==> config.mk <==
export PLATFORM = sky130hd
export DESIGN_NAME = iskip_exec
export DESIGN_NICKNAME = d
export VERILOG_FILES = /design/src/rtl/iskip_pkg.sv /design/src/rtl/iskip_qclk.sv /design/src/rtl/iskip_exec.sv
export VERILOG_INCLUDE_DIRS = /design/src /design/src/rtl
export SDC_FILE = /design/constraint.sdc
export NUM_CORES = 1
export LEC_CHECK = 0
export ABC_AREA = 1
export BUFFER_PORTS_ARGS = -buffer_cell sky130_fd_sc_hd__buf_4
export CORE_MARGIN = 3
export CORE_UTILIZATION = 50
export CTS_BUF_LIST = sky130_fd_sc_hd__clkbuf_16
export DETAILED_ROUTE_END_ITERATION = 6
export PLACE_DENSITY_LB_ADDON = 0.3
export RECOVER_POWER = 50
export SYNTH_ARGS = -nofsm -noshare
export SYNTH_HDL_FRONTEND = slang
export SYNTH_SLANG_ARGS = --single-unit
==> constraint.sdc <==
create_clock -name clk_i -period 2 [get_ports clk_i]
set_clock_uncertainty 0.2 [all_clocks]
set_input_delay 0 -clock clk_i [delete_from_list [all_inputs] [get_ports clk_i]]
set_output_delay 0 -clock clk_i [all_outputs]
set_load 0.01 [all_outputs]
==> src/rtl/iskip_params.svh <==
// Constants for the increment-and-skip execute block.
// Assumes an 8-bit data path and 16-bit program words.
`ifndef ISKIP_PARAMS_SVH
`define ISKIP_PARAMS_SVH

// ****************************************
// Opcode patterns (upper six bits)
// ****************************************
`define ISKIP_OPC_INCSZ     6'h0F
`define ISKIP_OPC_INCSNZ    6'h12
`define ISKIP_OPC_MSB       15
`define ISKIP_OPC_LSB       10
`define ISKIP_DBIT          9
`define ISKIP_ABIT          8

// ****************************************
// Addressing
// ****************************************
`define ISKIP_IDX_LIMIT     8'h5F
`define ISKIP_ACC_SPLIT     8'h60
`define ISKIP_ACC_HI_BANK   4'hF
`define ISKIP_ONE           8'h01
`define ISKIP_ZERO          8'h00

// ****************************************
// Instruction clock
// ****************************************
`define ISKIP_PHASES        4
`define ISKIP_Q_RESET       2'h0

`endif

==> src/rtl/iskip_pkg.sv <==
// Types for the increment-and-skip execute block.
// Assumes nothing beyond the params header.
package iskip_pkg;
    // Four instruction-clock phases
    typedef enum logic [1:0] {ISKIP_Q1, ISKIP_Q2, ISKIP_Q3, ISKIP_Q4} iskip_phase_e;
    // Execution mode of the current instruction cycle
    typedef enum logic [1:0] {ISKIP_EXEC, ISKIP_FLUSH1, ISKIP_FLUSH2} iskip_mode_e;
endpackage

==> src/rtl/iskip_qclk.sv <==
// Four-phase instruction clock generator.
// Assumes one phase per system clock.
`timescale 1ns/1ps
`default_nettype none
`include "iskip_params.svh"

module iskip_qclk
    import iskip_pkg::*;
(
    input  wire logic         clk_i,   // System clock
    input  wire logic         rstn_i,  // Async reset, active low
    output iskip_phase_e      phase_o  // Current phase
);
    // ****************************************
    // Phase counter
    // ****************************************
    iskip_phase_e phase_ff;     // Registered phase
    iskip_phase_e nxt_phase;    // Next phase

    // Next phase wraps after the fourth
    always_comb begin
        unique case (phase_ff)
            ISKIP_Q1: nxt_phase = ISKIP_Q2;
            ISKIP_Q2: nxt_phase = ISKIP_Q3;
            ISKIP_Q3: nxt_phase = ISKIP_Q4;
            ISKIP_Q4: nxt_phase = ISKIP_Q1;
        endcase
    end

    // Register only
    always_ff @(posedge clk_i or negedge rstn_i) begin
        if (!rstn_i) begin
            phase_ff <= ISKIP_Q1;
        end else begin
            phase_ff <= nxt_phase;
        end
    end

    assign phase_o = phase_ff;
endmodule // iskip_qclk
`default_nettype wire

==> src/rtl/iskip_exec.sv <==
// Decode/execute for the two increment-and-skip instructions.
// Assumes the fetch pipeline presents the current word in Q1 and the
// prefetched successor with its two-word flag; data memory answers a
// read with rd_data_i within the strobe phase itself.
//
// Behaviour
// - Decode skip-on-zero opcode, d, a, f
// - Decode skip-on-nonzero opcode, d, a, f
// - Read register f, add one
// - d clear to accumulator, set to f
// - Zero result skips on skip-on-zero
// - Nonzero result skips on skip-on-nonzero
// - a clear access bank, set bank pointer
// - Extended set, a clear, f<=5Fh indexed
// - Status flags never written
// - One word; one cycle, two if skip
// - Two-word successor skip takes three cycles
// - Skip cycles do nothing in all phases
`timescale 1ns/1ps
`default_nettype none
`include "iskip_params.svh"

module iskip_exec
    import iskip_pkg::*;
(
    input  wire logic        clk_i,            // System clock
    input  wire logic        rstn_i,           // Async reset, active low
    input  wire logic [15:0] instr_i,          // Current program word
    input  wire logic        next_two_word_i,  // Prefetched word opens a two-word op
    input  wire logic        ext_set_en_i,     // Extended instruction set enabled
    input  wire logic [3:0]  bank_pointer_reg_i, // Bank pointer value
    input  wire logic [11:0] index_base_i,     // Base for indexed literal offset
    input  wire logic [7:0]  rd_data_i,        // Data memory read data
    output logic             decode_hit_o,     // This cycle executes one of the two
    output logic             rd_en_o,          // Data memory read strobe
    output logic [11:0]      addr_o,           // Data memory address
    output logic             wr_en_o,          // Data memory write strobe
    output logic [7:0]       wr_data_o,        // Data memory write data
    output logic             acc_we_o,         // Accumulator write strobe
    output logic [7:0]       acc_data_o,       // Accumulator write data
    output logic             status_we_o,      // Status write strobe, always low
    output logic             flush_o,          // Discard prefetched word
    output logic             nop_cycle_o       // Current cycle is a skip cycle
);
    // ****************************************
    // Instruction clock
    // ****************************************
    iskip_phase_e phase;    // Current phase

    iskip_qclk u_qclk (
        .clk_i   (clk_i),
        .rstn_i  (rstn_i),
        .phase_o (phase)
    );

    // ****************************************
    // Decode (combinational view of the word)
    // ****************************************
    logic       is_sz;      // Skip-on-zero opcode
    logic       is_snz;     // Skip-on-nonzero opcode
    logic       idx_mode;   // Indexed literal offset applies
    logic [11:0] eff_addr;  // Resolved data address

    assign is_sz  = (instr_i[`ISKIP_OPC_MSB:`ISKIP_OPC_LSB] == `ISKIP_OPC_INCSZ);
    assign is_snz = (instr_i[`ISKIP_OPC_MSB:`ISKIP_OPC_LSB] == `ISKIP_OPC_INCSNZ);
    // Indexed only when the access bank would be used
    assign idx_mode = ext_set_en_i && !instr_i[`ISKIP_ABIT]
                      && (instr_i[7:0] <= `ISKIP_IDX_LIMIT);

    // Address resolution: bank pointer, access bank halves, or index
    always_comb begin
        if (instr_i[`ISKIP_ABIT]) begin
            eff_addr = {bank_pointer_reg_i, instr_i[7:0]};
        end else if (idx_mode) begin
            eff_addr = index_base_i + {4'h0, instr_i[7:0]};
        end else if (instr_i[7:0] < `ISKIP_ACC_SPLIT) begin
            eff_addr = {4'h0, instr_i[7:0]};
        end else begin
            eff_addr = {`ISKIP_ACC_HI_BANK, instr_i[7:0]};
        end
    end

    // ****************************************
    // Execution state
    // ****************************************
    iskip_mode_e mode_ff;     // Normal or skip cycle
    iskip_mode_e nxt_mode;
    logic        hit_ff;      // Latched decode result
    logic        nxt_hit;
    logic        sz_ff;       // Latched skip sense
    logic        nxt_sz;
    logic        d_ff;        // Latched destination bit
    logic        nxt_d;
    logic [11:0] addr_ff;     // Latched address
    logic [11:0] nxt_addr;
    logic [7:0]  res_ff;      // Incremented value
    logic [7:0]  nxt_res;
    logic        rd_ff;
    logic        nxt_rd;
    logic        wr_ff;
    logic        nxt_wr;
    logic        accwe_ff;
    logic        nxt_accwe;
    logic        flush_ff;
    logic        nxt_flush;
    logic        two_ff;      // Successor is two words
    logic        nxt_two;
    logic        skip_take;   // Skip condition on the result
    logic        nop_ff;      // Mirrors a non-exec mode
    logic        nxt_nop;

    // Skip decision from the computed result
    assign skip_take = sz_ff ? (res_ff == `ISKIP_ZERO) : (res_ff != `ISKIP_ZERO);

    // Next-state computation for all execution state
    always_comb begin
        nxt_mode  = mode_ff;
        nxt_hit   = hit_ff;
        nxt_sz    = sz_ff;
        nxt_d     = d_ff;
        nxt_addr  = addr_ff;
        nxt_res   = res_ff;
        nxt_rd    = 1'b0;
        nxt_wr    = 1'b0;
        nxt_accwe = 1'b0;
        nxt_flush = 1'b0;
        nxt_two   = two_ff;
        unique case (phase)
            ISKIP_Q1: begin
                // Decode only outside skip cycles
                if (mode_ff == ISKIP_EXEC) begin
                    nxt_hit  = is_sz || is_snz;
                    nxt_sz   = is_sz;
                    nxt_d    = instr_i[`ISKIP_DBIT];
                    nxt_addr = eff_addr;
                    nxt_two  = next_two_word_i;
                    nxt_rd   = is_sz || is_snz;
                end else begin
                    nxt_hit  = 1'b0;
                end
            end
            ISKIP_Q2: begin
                // Read data returns now; compute in this phase's register
                if (hit_ff) begin
                    nxt_res = rd_data_i + `ISKIP_ONE;
                end
            end
            ISKIP_Q3: begin
                // Write destination in Q4
                if (hit_ff) begin
                    nxt_wr    = d_ff;
                    nxt_accwe = !d_ff;
                end
            end
            ISKIP_Q4: begin
                // Choose the next cycle kind
                if (hit_ff && skip_take) begin
                    nxt_flush = 1'b1;
                    nxt_mode  = two_ff ? ISKIP_FLUSH2 : ISKIP_FLUSH1;
                end else if (mode_ff == ISKIP_FLUSH2) begin
                    nxt_mode  = ISKIP_FLUSH1;
                end else begin
                    nxt_mode  = ISKIP_EXEC;
                end
            end
        endcase
        // Skip flag follows the mode that the next edge loads
        nxt_nop = (nxt_mode != ISKIP_EXEC);
    end

    // Register only
    always_ff @(posedge clk_i or negedge rstn_i) begin
        if (!rstn_i) begin
            mode_ff  <= ISKIP_EXEC;
            hit_ff   <= 1'b0;
            sz_ff    <= 1'b0;
            d_ff     <= 1'b0;
            addr_ff  <= 12'h000;
            res_ff   <= 8'h00;
            rd_ff    <= 1'b0;
            wr_ff    <= 1'b0;
            accwe_ff <= 1'b0;
            flush_ff <= 1'b0;
            two_ff   <= 1'b0;
            nop_ff   <= 1'b0;
        end else begin
            mode_ff  <= nxt_mode;
            hit_ff   <= nxt_hit;
            sz_ff    <= nxt_sz;
            d_ff     <= nxt_d;
            addr_ff  <= nxt_addr;
            res_ff   <= nxt_res;
            rd_ff    <= nxt_rd;
            wr_ff    <= nxt_wr;
            accwe_ff <= nxt_accwe;
            flush_ff <= nxt_flush;
            two_ff   <= nxt_two;
            nop_ff   <= nxt_nop;
        end
    end

    // ****************************************
    // Outputs, all from flip-flops except the status strobe, tied low
    // ****************************************
    assign decode_hit_o = hit_ff;
    assign rd_en_o      = rd_ff;
    assign addr_o       = addr_ff;
    assign wr_en_o      = wr_ff;
    assign wr_data_o    = res_ff;
    assign acc_we_o     = accwe_ff;
    assign acc_data_o   = res_ff;
    assign status_we_o  = 1'b0;    // Flags untouched by these ops
    assign flush_o      = flush_ff;
    assign nop_cycle_o  = nop_ff;
endmodule // iskip_exec
`default_nettype wire

==> results <==
- The cell area that synthesis handed to floorplanning was 0.002183 sq mm.
- The worst slack at placement is 0.2329 ns.
- The async set-or-reset flop fraction in the synthesized netlist is 100.0%.
- The core region is 0.004115 sq mm.
- Sequential cells were found to cover 37.82% of the synthesized design area.
- During placement, the flow inserted port buffers numbering 77.
- The arrival time of the worst setup path is 1.87 ns.
- After Yosys synthesis, XOR and XNOR cells account for 3.610% of the synthesized area.
- The share of cells above drive strength 1 is 21.25%.
- By area the synthesized netlist is led by dfrtp_1, nand2_1, ha_1, inv_1, nor2_1.
- After synthesis, the share of cell area in mux cells is 0.5158%.
- The floorplan die width is 72.08 um.
- The leakage component of the power is 1.620 nW.
- The power after layout is 2.026 mW.
- The most common flop cell mapped by yosys is dfrtp_1.
- The initial standard-cell utilization of the core is 53.06%.
- The count of unresolved DRC violations after routing is 0.
- The compound-gate portion of the synthesized area is 11.17%.
- The y dimension of the die is 72.08 um.
- In the finished design, the share of the clock period the worst path needs comes to 93.59%.
- By count the netlist is led by nand2_1, dfrtp_1, inv_1, nor2_1, a21oi_1.
- The number of CTS-inserted buffers is 5.
- The largest fanout of any net on the critical path is 3.
- The pin count of the biggest net entering global routing is 34.
- The last weighted congestion value of the routability-driven placer is 0.9170.
- The worst min-delay path startpoint is index_base_i[3].
- For this design, the sink count on the clock tree is 33.
- For the pin with the worst max-slew slack, the measured transition is 0.8071 ns.
- The power density over the cells is 629.4 mW/mm^2.
- The final hold violation count was 0.
- STA classifies the critical path startpoint as an input pin.
- The max-slew violation count is 0.
- The class of the most critical hold timing path is input pin to flip-flop.
- The worst-case vdd ir drop is 0.5228 mV.
- The estimated wirelength of the detail-placed design is 4170 um.
- The routed wire length per instance is 13.61 um.
- The post-synthesis net count is 346.
- Compared with the post-synthesis result, the final layout area differs by 47.39%.
- The CTS H-tree depth is 2.
- The wire length of the first global-routing pass is 10090 um.
- After global routing the overflow that remains totals 0.
- The area of all sequential standard cells is 825.8 sq um.
- The clock passes through at most 2 buffers.
- The type of the worst setup path is input pin to flip-flop.
- The final net count is 458.
- During synthesis, Yosys emitted a total of 0 warnings.
- Together, buffers and inverters on the worst path number 3.
- The final setup violation count is 0.
- The area fraction of the dominant cell type after synthesis is 37.82%.
- The clock tree root buffer cell is clkbuf_16.
- The share of synthesized cell area in and, or, nand and nor gates is 28.08%.
- The detailed router finished its first iteration with 211 violations.
- The total die area is 0.005196 sq mm.
- The clock-pin slew of the registers on the worst-case setup and hold paths is 0.05 ns.
- The launching point of the worst reg2reg path is u_qclk.phase_o[0]$_DFF_PN0_.
- STA classifies the critical path endpoint as a flip-flop.
- The first detailed-routing pass ran for 4 iterations.
- The total wire length is 6125 um.
- The layout has 303 filler cells.
- Walking the worst path, the cells encountered are dlygate4sd3_1 -> buf_4 -> ha_1 -> inv_1 -> fa_2 -> nand3b_1 -> nand4_1 -> nand3_1 -> a21oi_1.
- Setup repair after global routing left no endpoint under its margin.
- The flip-flop and latch count after synthesis is 33.
- The source-to-sink clock delay at the later pin of the worst-skew pair is 0.27 ns.
- The fmax is 0.5342 GHz.
- The top cell family by delay on the critical path is buffers and inverters.
- The non-filler instance count after layout is 450.
- In the routed layout, each cell is associated on average with a via count of 5.089.
- The area of placed instances is 0.002753 sq mm.
- The synthesized-area fraction occupied by adder cells is 8.367%.
- The number of global-route vias before repair is 2232.
- The number of enable-type register cells in the synthesized netlist is 0.
- The routed layout has 2290 vias.
- The average footprint of a synthesized cell is 7.581 sq um.
- The run finished with clean final reports.
- The number of maximum-capacitance violations is 0.
- The post-route worst setup slack is 0.1281 ns.
- On the critical path, the stage with the largest delay is an instance of dlygate4sd3_1.
- The beginning of the critical path is instr_i[0].
- The remaining antenna violation count is 0.
- The number of antenna violations at the first check in global routing is 0.
- The top-level port count is 79.
- Summing all multi-input logic gate instances after layout gives 0.001155 sq mm.
- The most common cell in the synthesized netlist is nand2_1.
- The cell count after synthesis came out at 288.
- The total instance count after detailed placement is 406.
- The total inserted antenna cells is 0.
- Headroom to the max-slew limit came out at 46.20%.
- The required time at the worst-slack endpoint is 2.00 ns.
- On the worst path, the slowest cell contributes a delay of 0.53 ns.
- With fillers left out, the area of the finished cells amounts to 0.003218 sq mm.
- The accumulated negative setup slack is 0 ns.
- The number of unique standard cell types used by synthesis is 32.
- Summed over all instances, the cell type with the most area after synthesis is dfrtp_1.
- For this run, the total global-route usage over all layers was measured as 24.84%.
- The main combinational cell family by area after synthesis is simple AND/OR/NAND/NOR gates.
- The count of standard-cell rows is 23.
- The TritonCTS clock tree is yes.
- The routed design could run at a clock period as short as 1.872 ns.
## per-stage QoR
step	utilization [%]	hold slack, ns
after floorplan	-	-0.4956
after global placement	66.89	-0.2400
after detailed placement	66.89	-0.2401
after CTS	79.11	0.009856
after global routing	78.20	0.04979
final	78.20	0.01326
## cell type report
| type | instances | share of cell area [%] |
|---|---|---|
| Multi-Input combinational cell | 209 | 35.89 |
| Sequential cell | 33 | 25.66 |
| Clock buffer | 5 | 3.888 |
| Tap cell | 50 | 1.944 |
| Clock inverter | 2 | 0.2333 |
| Timing Repair Buffer | 117 | 28.34 |
| Inverter | 34 | 4.044 |
## where the power goes
group	total (mW)	internal, mW	switching (mW)
combinational	0.547	0.278	0.269
sequential	0.782	0.730	0.0521
clock	0.697	0.444	0.253
total	2.03	1.45	0.574
## worst min-delay path: cells and delay by family
kind | cells | cell delay [ns]
xor+xnor | 1 | 0.08
fa+ha+maj | 1 | 0.17
simple gates | 1 | 0.06
compound gates | 1 | 0.06
buf+inv | 1 | 0.08
## registers in the layout, summed over array words and instances, names as in the netlist
| signal | flops |
|---|---|
| addr_o | 12 |
| acc_data_o | 8 |
| mode_ff | 2 |
| u_qclk.phase_o | 2 |
| acc_we_o | 1 |
| d_ff | 1 |
| decode_hit_o | 1 |
| flush_o | 1 |
| nop_cycle_o | 1 |
| rd_en_o | 1 |
| sz_ff | 1 |
| two_ff | 1 |
| wr_en_o | 1 |
## cells in the final DEF (no fill, tap or decap), drive strengths merged
| cell type | instances |
|---|---|
| mux2 | 1 |
| o22ai | 2 |
| nand3b | 3 |
| nor2 | 34 |
| o41ai | 1 |
| a21o | 2 |
| conb | 1 |
| clkbuf | 22 |
| inv | 35 |
| buf | 64 |
| fa | 1 |
| o21bai | 1 |
| nand4 | 4 |
| a21oi | 23 |
| ha | 13 |
| dfrtp | 33 |
| dlygate4sd3 | 35 |
| nand2 | 74 |
| dlymetal6s4s | 1 |
| xor2 | 8 |
| clkinv | 1 |
| nand3 | 21 |
| o21ai | 14 |
| xnor2 | 1 |
| o31ai | 1 |
| nor3 | 4 |
## final timing paths
kind                       depth (start not counted)                endpoint  slack (ns)
max                                                9  addr_o[10]$_DFFE_PN0P_        0.13
min                                                5   addr_o[3]$_DFFE_PN0P_        0.01
max reg2reg                                        8   addr_o[9]$_DFFE_PN0P_        0.23
min reg2reg                                        1      acc_we_o$_DFF_PN0_        0.28
max in group asynchronous                          2  addr_o[11]$_DFFE_PN0P_        0.93
min in group asynchronous                          2   addr_o[1]$_DFFE_PN0P_        0.16
## what timing repair did
action                                  CTS  global route
hold endpoints to repair                 58             0
buffers inserted                          0             2
hold buffers                             37             0
resized for setup                         0             7
endpoints found under the setup margin    0             5
## kinds of logic (layout without fill, tap and decap cells)
family                   after synthesis  count (layout)
other                                  1               1
flip-flops                            33              33
adder cells (fa/ha/maj)               14              14
multiplexers                           1               1
AO/OA/AOI/OAI                         44              44
AND/OR/NAND/NOR                      140             140
buffers and inverters                 46             158
XOR/XNOR                               9               9
## metal layers
metal	vias to the layer above	share of wire [%]	global-route usage, %
met5	-	0	0
met4	0	1.7	8.977
met3	12	8.1	6.094
met2	101	48	40.24
met1	1032	42	32.22
li1	1145	-	-
No activity file was read; power rests on OpenSTA's default activity.
